**src/verilog/sar_adc_pkg.sv**
```systemverilog
// sar converter control: shared offsets, fields, reset values and types
// assumes an 8-bit special function register port clocked by mclk
package sar_adc_pkg;

	// ---------------------------------------------------------------
	// register offsets
	// ---------------------------------------------------------------
	localparam logic [7:0] ADDR_INPUT_SELECT = 8'hBB;
	localparam logic [7:0] ADDR_CONFIG = 8'hBC;
	localparam logic [7:0] ADDR_RESULT = 8'hBF;
	localparam logic [7:0] ADDR_CONTROL = 8'hC0;
	localparam logic [7:0] ADDR_HIGH_LIMIT_LOW = 8'hC4;
	localparam logic [7:0] ADDR_HIGH_LIMIT_HIGH = 8'hC5;
	localparam logic [7:0] ADDR_LOW_LIMIT_LOW = 8'hC6;
	localparam logic [7:0] ADDR_LOW_LIMIT_HIGH = 8'hC7;

	// ---------------------------------------------------------------
	// reset values
	// ---------------------------------------------------------------
	localparam logic [7:0] RST_INPUT_SELECT = 8'h00;
	localparam logic [7:0] RST_CONFIG = 8'h60;
	localparam logic [7:0] RST_RESULT = 8'h00;
	localparam logic [7:0] RST_LIMIT = 8'h00;
	localparam logic [7:0] RST_CONTROL = 8'h00;

	// ---------------------------------------------------------------
	// field positions and write masks
	// ---------------------------------------------------------------
	localparam int unsigned CFG_DIV_LSB = 5;
	localparam int unsigned CFG_GAIN_LSB = 0;
	localparam logic [7:0] CFG_WRITE_MASK = 8'hE7;
	localparam int unsigned SEL_ENABLE_BIT = 5;
	localparam int unsigned SEL_PORT_LSB = 3;
	localparam int unsigned SEL_PIN_LSB = 0;
	localparam logic [7:0] SEL_WRITE_MASK = 8'h3F;
	localparam int unsigned CTL_TRACK_MODE = 7;
	localparam int unsigned CTL_WINDOW_FLAG = 6;
	localparam int unsigned CTL_DONE_FLAG = 5;
	localparam int unsigned CTL_BUSY = 4;
	localparam int unsigned CTL_START_HI = 3;
	localparam int unsigned CTL_START_LO = 2;
	localparam int unsigned CTL_DONE_IE = 1;
	localparam int unsigned CTL_WIN_IE = 0;

	// ---------------------------------------------------------------
	// timing counts
	// ---------------------------------------------------------------
	localparam logic [1:0] TRACK_SAR_CLOCKS = 2'h3;
	localparam logic [1:0] SETTLE_CYCLES = 2'h3;
	localparam logic [2:0] DIV_CODE_MAX = 3'h4;

	// ---------------------------------------------------------------
	// types
	// ---------------------------------------------------------------
	typedef struct packed {
		logic rd;
		logic wr;
		logic [7:0] addr;
		logic [7:0] wdata;
	} sfr_req_t;

	typedef struct packed {
		logic track;
		logic [7:0] dac_code;
		logic [31:0] pin_en;
		logic [5:0] gain_sel;
	} analog_out_t;

	typedef enum logic [1:0] {
		PH_IDLE,
		PH_TRACK,
		PH_CONVERT
	} phase_t;

endpackage : sar_adc_pkg

```
**src/verilog/sar_adc_control_window_detect.sv**
```systemverilog
// sar converter control with window detector, behind an sfr port
// assumes a comparator output from the analog core, timer 2 overflow pulse
// and a chip standby level, the last two on mclk
//
// Overview of operation
// - sar clock is mclk divided by 1,2,4,8,16 per config bits 7..5
// - start on busy-bit write of one or timer 2 overflow, per mode bits
// - busy reads one for the whole conversion, zero after
// - busy falling edge sets done flag and raises enabled interrupt
// - each finished result lands in the data word register at 0xBF
// - result is input over reference in 256 steps, 0x80 at half
// - track mode clear: track continuously except during conversion
// - track mode set: track 3 sar clocks from start event, then convert
// - tracking shuts down while the chip is in standby
// - window detector compares each result, sets window flag out of band, or in band when the low limit is above the high limit
// - each limit is a word built from high and low byte registers
// - input select: enable bit 5, port bits 4..3, pin bits 2..0
// - with enable set only the selected port pin becomes analog
// - config bits 4..3 read zero and ignore writes
// - gain field decodes to 1,2,4,8,16 or 0.5 for the amplifier
`timescale 1ns/1ps
module sar_adc_control_window_detect (
	// clock and reset
	input wire logic mclk,
	input wire logic reset,
	// special function register port
	input wire sar_adc_pkg::sfr_req_t sfr_req,
	output logic [7:0] sfr_rdata,
	// start and power sources
	input wire logic timer2_overflow,
	input wire logic chip_standby,
	// analog core
	input wire logic comparator_in,
	output sar_adc_pkg::analog_out_t ana,
	// interrupt requests
	output logic done_irq,
	output logic window_irq
);
	import sar_adc_pkg::*;

	// ---------------------------------------------------------------
	// state
	// ---------------------------------------------------------------
	typedef struct packed {
		logic [7:0] input_select;
		logic [7:0] config_r;
		logic [7:0] result;
		logic [7:0] gt_hi;
		logic [7:0] gt_lo;
		logic [7:0] lt_hi;
		logic [7:0] lt_lo;
		logic track_mode;
		logic window_flag;
		logic done_flag;
		logic busy;
		logic busy_q;
		logic start_hi;
		logic start_lo;
		logic done_ie;
		logic win_ie;
		phase_t phase;
		logic [2:0] bit_idx;
		logic [7:0] trial;
		logic [1:0] track_cnt;
		logic [1:0] settle_cnt;
		logic comp_meta;
		logic comp_sync;
		logic [7:0] rdata;
		analog_out_t ana;
		logic done_irq;
		logic win_irq;
	} ctl_state_t;

	ctl_state_t st;
	ctl_state_t next_st;
	logic sar_tick;
	logic [31:0] pin_hit;
	logic [4:0] pin_index;

	// ---------------------------------------------------------------
	// sar clock
	// ---------------------------------------------------------------
	sar_clock_divider u_divider (
		.mclk(mclk),
		.reset(reset),
		.div_code(st.config_r[CFG_DIV_LSB +: 3]),
		.tick(sar_tick)
	);

	// ---------------------------------------------------------------
	// analog pin select
	// ---------------------------------------------------------------
	assign pin_index = {st.input_select[SEL_PORT_LSB +: 2], st.input_select[SEL_PIN_LSB +: 3]};

	genvar gi;
	generate
		for (gi = 0; gi < 32; gi++) begin : g_pin
			assign pin_hit[gi] = st.input_select[SEL_ENABLE_BIT] && (pin_index == 5'(gi));
		end
	endgenerate

	// ---------------------------------------------------------------
	// helpers
	// ---------------------------------------------------------------
	function automatic logic window_hit(
		input logic [7:0] res,
		input logic [15:0] gt,
		input logic [15:0] lt
	);
		logic [15:0] word;
		word = {res, 8'h00};
		if (lt > gt) begin
			window_hit = (word > gt) && (word < lt);
		end else begin
			window_hit = (word < lt) || (word > gt);
		end
	endfunction : window_hit

	function automatic logic [5:0] gain_decode(input logic [2:0] code);
		// one-hot: x1, x2, x4, x8, x16, x0.5
		case (code)
			3'h0: gain_decode = 6'h01;
			3'h1: gain_decode = 6'h02;
			3'h2: gain_decode = 6'h04;
			3'h3: gain_decode = 6'h08;
			3'h4: gain_decode = 6'h10;
			3'h5: gain_decode = 6'h10;
			default: gain_decode = 6'h20;
		endcase
	endfunction : gain_decode

	// ---------------------------------------------------------------
	// next state
	// ---------------------------------------------------------------
	logic wr_ctl;
	logic sw_start;
	logic start_req;
	logic mode_sw;
	logic mode_timer;
	logic [7:0] code;
	logic finish;

	always_comb begin
		next_st = st;
		code = st.trial;
		finish = 1'b0;

		// comparator synchroniser
		next_st.comp_meta = comparator_in;
		next_st.comp_sync = st.comp_meta;

		// start selection
		wr_ctl = sfr_req.wr && (sfr_req.addr == ADDR_CONTROL);
		sw_start = wr_ctl && sfr_req.wdata[CTL_BUSY];
		mode_sw = !st.start_lo;
		mode_timer = st.start_lo || st.start_hi;
		start_req = (sw_start && mode_sw) || (timer2_overflow && mode_timer);

		// register writes
		if (sfr_req.wr) begin
			case (sfr_req.addr)
				ADDR_INPUT_SELECT: begin
					next_st.input_select = sfr_req.wdata & SEL_WRITE_MASK;
				end
				ADDR_CONFIG: begin
					next_st.config_r = sfr_req.wdata & CFG_WRITE_MASK;
				end
				ADDR_RESULT: begin
					next_st.result = sfr_req.wdata;
				end
				ADDR_HIGH_LIMIT_LOW: begin
					next_st.gt_lo = sfr_req.wdata;
				end
				ADDR_HIGH_LIMIT_HIGH: begin
					next_st.gt_hi = sfr_req.wdata;
				end
				ADDR_LOW_LIMIT_LOW: begin
					next_st.lt_lo = sfr_req.wdata;
				end
				ADDR_LOW_LIMIT_HIGH: begin
					next_st.lt_hi = sfr_req.wdata;
				end
				ADDR_CONTROL: begin
					next_st.track_mode = sfr_req.wdata[CTL_TRACK_MODE];
					next_st.start_hi = sfr_req.wdata[CTL_START_HI];
					next_st.start_lo = sfr_req.wdata[CTL_START_LO];
					next_st.done_ie = sfr_req.wdata[CTL_DONE_IE];
					next_st.win_ie = sfr_req.wdata[CTL_WIN_IE];
					// flags clear on a written zero only
					if (!sfr_req.wdata[CTL_WINDOW_FLAG]) begin
						next_st.window_flag = 1'b0;
					end
					if (!sfr_req.wdata[CTL_DONE_FLAG]) begin
						next_st.done_flag = 1'b0;
					end
				end
				default: begin
				end
			endcase
		end

		// conversion sequence
		case (st.phase)
			PH_IDLE: begin
				if (start_req) begin
					next_st.busy = 1'b1;
					next_st.bit_idx = 3'h7;
					next_st.settle_cnt = 2'h0;
					next_st.track_cnt = 2'h0;
					if (st.track_mode) begin
						next_st.phase = PH_TRACK;
						next_st.trial = 8'h00;
					end else begin
						next_st.phase = PH_CONVERT;
						next_st.trial = 8'h80;
					end
				end
			end
			PH_TRACK: begin
				// new starts are not looked at here
				if (sar_tick) begin
					if (st.track_cnt == TRACK_SAR_CLOCKS - 2'h1) begin
						next_st.phase = PH_CONVERT;
						next_st.trial = 8'h80;
						next_st.settle_cnt = 2'h0;
					end else begin
						next_st.track_cnt = st.track_cnt + 2'h1;
					end
				end
			end
			PH_CONVERT: begin
				if (st.settle_cnt != SETTLE_CYCLES) begin
					next_st.settle_cnt = st.settle_cnt + 2'h1;
				end else if (sar_tick) begin
					// keep the trial bit when input is at or above it
					code[st.bit_idx] = st.comp_sync;
					next_st.trial = code;
					next_st.settle_cnt = 2'h0;
					if (st.bit_idx == 3'h0) begin
						finish = 1'b1;
					end else begin
						next_st.bit_idx = st.bit_idx - 3'h1;
						next_st.trial[st.bit_idx - 3'h1] = 1'b1;
					end
				end
			end
			default: begin
				next_st.phase = PH_IDLE;
				next_st.busy = 1'b0;
			end
		endcase

		// completion: result store and window check
		if (finish) begin
			next_st.phase = PH_IDLE;
			next_st.busy = 1'b0;
			next_st.result = code;
			if (window_hit(code, {st.gt_hi, st.gt_lo}, {st.lt_hi, st.lt_lo})) begin
				next_st.window_flag = 1'b1;
			end
		end

		// done flag on busy falling edge, set beats clear
		next_st.busy_q = st.busy;
		if (st.busy_q && !st.busy) begin
			next_st.done_flag = 1'b1;
		end
		next_st.done_irq = next_st.done_flag && next_st.done_ie;
		next_st.win_irq = next_st.window_flag && next_st.win_ie;

		// read data
		next_st.rdata = 8'h00;
		if (sfr_req.rd) begin
			case (sfr_req.addr)
				ADDR_INPUT_SELECT: next_st.rdata = st.input_select;
				ADDR_CONFIG: next_st.rdata = st.config_r;
				ADDR_RESULT: next_st.rdata = st.result;
				ADDR_HIGH_LIMIT_LOW: next_st.rdata = st.gt_lo;
				ADDR_HIGH_LIMIT_HIGH: next_st.rdata = st.gt_hi;
				ADDR_LOW_LIMIT_LOW: next_st.rdata = st.lt_lo;
				ADDR_LOW_LIMIT_HIGH: next_st.rdata = st.lt_hi;
				ADDR_CONTROL: begin
					next_st.rdata = {st.track_mode, st.window_flag, st.done_flag, st.busy,
						st.start_hi, st.start_lo, st.done_ie, st.win_ie};
				end
				default: next_st.rdata = 8'h00;
			endcase
		end

		// analog outputs
		if (chip_standby) begin
			next_st.ana.track = 1'b0;
		end else if (next_st.track_mode) begin
			next_st.ana.track = (next_st.phase == PH_TRACK);
		end else begin
			next_st.ana.track = !next_st.busy;
		end
		next_st.ana.dac_code = next_st.trial;
		next_st.ana.pin_en = pin_hit;
		next_st.ana.gain_sel = gain_decode(st.config_r[CFG_GAIN_LSB +: 3]);
	end

	// ---------------------------------------------------------------
	// state register
	// ---------------------------------------------------------------
	always_ff @(posedge mclk or posedge reset) begin
		if (reset) begin
			st <= '0;
			st.input_select <= RST_INPUT_SELECT;
			st.config_r <= RST_CONFIG;
			st.result <= RST_RESULT;
			st.gt_hi <= RST_LIMIT;
			st.gt_lo <= RST_LIMIT;
			st.lt_hi <= RST_LIMIT;
			st.lt_lo <= RST_LIMIT;
			st.phase <= PH_IDLE;
			st.ana.gain_sel <= 6'h01;
		end else begin
			st <= next_st;
		end
	end

	// ---------------------------------------------------------------
	// outputs
	// ---------------------------------------------------------------
	assign sfr_rdata = st.rdata;
	assign ana = st.ana;
	assign done_irq = st.done_irq;
	assign window_irq = st.win_irq;

endmodule : sar_adc_control_window_detect

```
**src/verilog/sar_clock_divider.sv**
```systemverilog
// sar conversion clock divider: one mclk-wide tick per sar clock period
// assumes div_code comes from a register on the same clock
`timescale 1ns/1ps
module sar_clock_divider (
	// clock and reset
	input wire logic mclk,
	input wire logic reset,
	// divide select
	input wire logic [2:0] div_code,
	// sar clock tick
	output logic tick
);
	import sar_adc_pkg::*;

	typedef struct packed {
		logic [3:0] cnt;
		logic tick;
	} div_state_t;

	div_state_t st;
	div_state_t next_st;
	logic [3:0] limit;

	// ---------------------------------------------------------------
	// divide ratio 1, 2, 4, 8 or 16
	// ---------------------------------------------------------------
	always_comb begin
		next_st = st;
		if (div_code >= DIV_CODE_MAX) begin
			limit = 4'hF;
		end else begin
			limit = 4'((5'h01 << div_code) - 5'h01);
		end
		if (st.cnt >= limit) begin
			next_st.cnt = 4'h0;
			next_st.tick = 1'b1;
		end else begin
			next_st.cnt = st.cnt + 4'h1;
			next_st.tick = 1'b0;
		end
	end

	always_ff @(posedge mclk or posedge reset) begin
		if (reset) begin
			st <= '0;
		end else begin
			st <= next_st;
		end
	end

	assign tick = st.tick;

endmodule : sar_clock_divider

```
**config.mk**
```make
export PLATFORM = sky130hd
export DESIGN_NAME = sar_adc_control_window_detect
export DESIGN_NICKNAME = d
export VERILOG_FILES = /design/src/verilog/sar_adc_pkg.sv /design/src/verilog/sar_adc_control_window_detect.sv /design/src/verilog/sar_clock_divider.sv
export SDC_FILE = /design/constraint.sdc
export NUM_CORES = 1
export LEC_CHECK = 0
export ABC_CLOCK_PERIOD_IN_PS = 7400
export BUFFER_PORTS_ARGS = -buffer_cell sky130_fd_sc_hd__clkbuf_2
export CAP_MARGIN = 20
export CELL_PAD_IN_SITES_DETAIL_PLACEMENT = 0
export CELL_PAD_IN_SITES_GLOBAL_PLACEMENT = 2
export CORE_MARGIN = 2
export CORE_UTILIZATION = 30
export CTS_CLUSTER_SIZE = 28
export DETAILED_ROUTE_END_ITERATION = 8
export PLACE_DENSITY = 0.76
export SYNTH_ARGS = -nofsm -noshare
export SYNTH_HDL_FRONTEND = slang
export SYNTH_SLANG_ARGS = --single-unit
```
**constraint.sdc**
```tcl
create_clock -name mclk -period 7.4 [get_ports mclk]
set_input_delay 0.37 -clock mclk [delete_from_list [all_inputs] [get_ports mclk]]
set_output_delay 0.37 -clock mclk [all_outputs]
set_load 0.05 [all_outputs]
```
Word level (Yosys, flattened, before mapping):

Index checks and enable logic that the tools add are counted.

* flip-flop bits (word level): 134
* word-level logic and storage cells: 234

* $add $sub $neg: 5
* $lt $le $gt $ge: 9
* eq/ne operators: 57
* shift operators: 1
* mux-type cells: 59
* bitwise operators: 1
* reduce and logical (&&, ||, !) cells: 71

Operator list (number)
* 8-bit 2-to-1 mux: 12
* 5-bit == test (second input constant): 16
* 8-bit == test (second input constant): 8
* 8-bit case mux with 8 select lines: 1
* 43-bit 2-to-1 mux: 1
* 1-bit logical AND: 42
* 5-bit by 4-bit == test with 1-bit output (second input constant): 8
* 11-bit 2-to-1 mux: 3
* 16-bit > comparator: 2
* 6-bit case mux with 5 select lines: 1
* 8-bit case mux with 3 select lines: 1
* 5-bit by 3-bit == test with 1-bit output (second input constant): 4
* 2-bit 2-to-1 mux: 10
* 1-bit 2-to-1 mux: 17
* 17-bit 2-to-1 mux: 1
* 16-bit less-than comparator: 1
* 2-bit AND reduction: 8
* 12-bit 2-to-1 mux: 1
* 2-bit inequality test (second input constant): 6
* 2-bit case mux with 3 select lines: 2
* 5-bit by 2-bit == test with 1-bit output (second input constant): 2
* 5-bit AND reduction: 2
* 8-bit bitwise mux: 1
* 3-bit by 4-bit less-than comparator with 1-bit output (second input constant): 2
* 34 further kinds: 51

Logic depth before layout (Yosys ltp):

* word-level depth: 15
* gate-level depth with buffers: 14
* depth with buffers taken out: 12

Hierarchy:

A second synthesis with hierarchy kept.

* cells, all modules: 739
* area, all modules: 7374.6 um^2

Modules (own cells, without submodules)
* sar_adc_control_window_detect: times used 1, cells each 704, area each 7018.0 um^2
* sar_clock_divider: times used 1, cells each 35, area each 356.6 um^2

Least setup slack after synthesis:

OpenSTA, ideal clock, no wires.

* kind: reg2reg
* from: register st[74] in the netlist's numbering
* to: register st (netlist bit window_irq)
* setup time: 0.077 ns
* data arrival time: 2.844 ns
* path slack: 4.478 ns
* stages on the path, launching flop included: 14
* cells stage by stage: dfrtp_1 -> inv_1 -> ha_1 -> clkbuf_1 -> nand3_1 -> clkbuf_1 -> o21ai_0 -> ha_1 -> a211o_1 -> o211ai_1 -> a21oi_1 -> a211oi_1 -> a21oi_1 -> a21oi_1

RTL lines
* start: declaration: line sar_adc_control_window_detect.sv:74 `ctl_state_t st;`
* start signal: assignment: line sar_adc_control_window_detect.sv:319 `st <= next_st;`

==> run_results.csv <==
group,metric,value,unit
outcome,outcome,"finished, final reports clean",
global_route,antenna_found_initial,1,
clock_network,clkTransAtPathRegs,0.06,ns
drt,num_vias,5476,
yosys,yosysUniqueCellTypes,67,
drt,drtAntennaViolNets,0,
pwr,p_leak,3.99,nW
clock_network,max-clock-path-buffers,2,
layout,drive_gt1_frac,0.198,
setup_path,worst-path-buf-inv,1,
yosys,syn-num-nets,823,
yosys,synth_area,7420,um2
timing,slew_violations,0,
setup_path,critPathMaxFanout,16,
clock_network,clkLatencyLatePin,0.43,ns
clock_network,numClockSinks,134,
clock_network,cts_root_buf,"clkbuf_16",
drt,totalWireLength,19700,um
drt,dr.pass1.iters,4,
floorplanning,die-area,26000,um2
setup_path,critical_path_class,"reg -> reg",
setup_path,slowest_delay,0.47,ns
yosys,synth_xor_area_frac,0.00354,
setup_path,path_delay_family,"compound AO/OA/AOI/OAI gates",
placed_design,hpwl,14500,um
timing,fmax,298,MHz
yosys,synth_mux_area_frac,0.0666,
floorplanning,die_x,161,um
setup_path,required,7.75,ns
clock_network,htreeDepth,4,
drt,drt_iter0_drc,401,
global_route,grt_overflow,0,
yosys,ys_warn_count,0,
timing,final_hold_viol_count,0,
yosys,synth_fa_ha_area_frac,0.0776,
floorplanning,start_util,0.305,
yosys,synth_compound_area_frac,0.142,
timing,fin_tns_setup,0,ns
timing,worst_pin_slew,0.954,ns
yosys,yosys.area_share.simple,0.164,
floorplanning,rows,57,
timing,relSlewSlack,0.362,
clock_network,post-cts-setup-buffers,0,
yosys,synth-seq-cells,134,
floorplanning,chipHeight,161,um
yosys,yosysSeqAreaShare,0.452,
drt,avgRoutedWirePerCell,17.8,um
setup_path,cp_slowest_cell,"nand3_1",
layout,layout.nets,842,
setup_path,crit_path_cell_trace,"inv_1 -> ha_1 -> nand3_1 -> o21ai_0 -> ha_1 -> a211o_1 -> o211ai_1 -> a21oi_1 -> a211oi_1 -> a41oi_1 -> nand3_1",
layout,diodes,0,
yosys,ys.flop_type,"dfrtp_1",
yosys,synth_top_family_by_area,"simple AND/OR/NAND/NOR gates",
layout,syn_to_final_growth,11.8,%
floorplanning,ioPinCount,80,
global_route,grt_pass1_vias,5480,
clock_network,cts_buffers,17,
drt,via_per_inst,4.93,
setup_path,cp-end-kind,"flop",
pwr,power_density,296,nW/um2
clock_network,cts_tree,"built",
timing,fin_crit_sh,0.454,
yosys,synthArstFlopShare,1.00,
drt,drc,0,
timing,period_needed,3.36,ns
yosys,synth_edf_count,0,
hold_path,hp-class,"in -> async",
global_route,grt_pass1_wl,31900,um
yosys,avgSynthCellArea,9.84,um2
timing,rsz0062_at_grt,"false",
yosys,synth_cells,754,
clock_network,cts_resized,0,
placed_design,place_congestion,0.813,
global_route,grt_max_degree,69,
floorplanning,core,24300,um2
pwr,worst_ir_drop_vdd,0.145,mV
global_route,track_usage,0.160,
setup_path,critPathLaunchType,"flop",
setup_path,cp_data_arrival_time,3.71,ns
job,drv_cap,0,
placed_design,port_buffers,79,
layout,final_core_util,0.341,
timing,skew,0.00994,ns
clock_network,ctsHoldBuffers,0,
timing,setup_viol_count_final,0,
path summary, 6_finish.rpt:
path	start	end	slack [ns]	cells after the start
setup / recovery	st[74]$_DFF_PP0_	st[83]$_DFF_PP0_	4.04	11
hold / removal	reset	ana[3]$_DFF_PP0_	0.02	2
setup reg to reg	st[74]$_DFF_PP0_	st[83]$_DFF_PP0_	4.04	11
hold reg to reg	next_st[57]$_DFF_PP0_	st[57]$_DFF_PP0_	0.36	0
max in group asynchronous	reset	ana[41]$_DFFE_PP0P_	6.07	3
min in group mclk	comparator_in	next_st[57]$_DFF_PP0_	0.06	1
final cells by class:
type	instances	area, um2
Clock buffer	20	447
Clock inverter	12	143
Fill cell	2506	16000
Inverter	42	163
Multi-Input combinational cell	496	3360
Sequential cell	134	3360
Tap cell	324	405
Timing Repair Buffer	82	418
sequential cells by signal, summed over array words and instances (netlist names):
signal          cells
sfr_rdata           8
window_irq          1
pin_index           5
done_irq            1
u_divider.st        4
next_st             2
u_divider.tick      1
st                 65
ana                47
synth_stat cells (3+ instances only):
cell | count | area share
nand2_1 | 80 | 0.040
buf_4 | 56 | 0.057
a21boi_0 | 6 | 0.0061
and2_1 | 5 | 0.0042
a222oi_1 | 3 | 0.0040
mux2i_1 | 10 | 0.013
dfstp_2 | 3 | 0.011
mux4_2 | 5 | 0.015
nor3_1 | 19 | 0.013
a21oi_1 | 29 | 0.020
or3_1 | 4 | 0.0034
nor2_1 | 49 | 0.025
nand4_1 | 13 | 0.011
o22ai_1 | 8 | 0.0067
ha_1 | 46 | 0.078
a31oi_1 | 7 | 0.0059
nand2b_1 | 13 | 0.011
a22oi_1 | 8 | 0.0081
a211oi_1 | 17 | 0.017
nor2b_1 | 8 | 0.0067
dfrtp_1 | 131 | 0.44
inv_1 | 42 | 0.021
nand3_1 | 18 | 0.012
nor4_1 | 4 | 0.0034
o21ai_0 | 53 | 0.036
buf_2 | 7 | 0.0047
o211ai_1 | 4 | 0.0040
mux2_2 | 24 | 0.036
a21o_1 | 8 | 0.0081
and3_1 | 11 | 0.0093
clkbuf_1 | 15 | 0.0076
cells in the final DEF (no fill, tap or decap), drive strengths merged, types with 3 or more instances in the layout:
cell type,instances
a211oi,17
a21boi,6
a21o,8
a21oi,29
a222oi,3
a22oi,8
a31oi,7
and2,6
and3,11
buf,3
clkbuf,99
clkinv,3
dfrtp,131
dfstp,3
ha,46
inv,48
mux2,25
mux2i,10
mux4,5
nand2,80
nand2b,13
nand3,18
nand4,15
nor2,50
nor2b,8
nor3,20
nor3b,3
nor4,4
o211ai,4
o21ai,54
o22ai,8
o31ai,3
or3,4
routing by layer:
metal / share of wire / track usage / vias to the layer above
li1: - / - / 2663
met1: 0.47 / 0.221 / 2640
met2: 0.47 / 0.257 / 154
met3: 0.044 / 0.0252 / 19
met4: 0.015 / 0.0528 / 0
met5: 0 / 0 / -
cell families after synthesis:
kind of cell | count (synthesis)
compound gates | 165
xor+xnor | 3
fa+ha+maj | 46
buf+inv | 124
flops | 134
mux | 40
simple gates | 242
stage by stage:
| step | hold slack, ns | worst slack, ns | area, um2 | total power, mW | instances |
|---|---|---|---|---|---|
| after detailed placement | 0.347 | 4.14 | 7710 | 1.61 | 1078 |
| final | 0.0163 | 4.04 | 8300 | 2.46 | 1110 |
| after global routing | 0.0473 | 3.70 | 8300 | 2.61 | 1110 |
| after global placement | 0.336 | 4.19 | 7710 | 1.62 | 1078 |
| after CTS | 0.0356 | 4.11 | 8300 | 2.48 | 1110 |
| after floorplan | 0.331 | 3.45 | 7420 | 1.44 | 754 |
report_power, final:
part / switching [mW] / internal, mW
registers: 0.109 / 0.824
clock network: 0.345 / 0.512
logic: 0.431 / 0.237
total: 0.885 / 1.57
No activity file was read; power rests on OpenSTA's default activity.
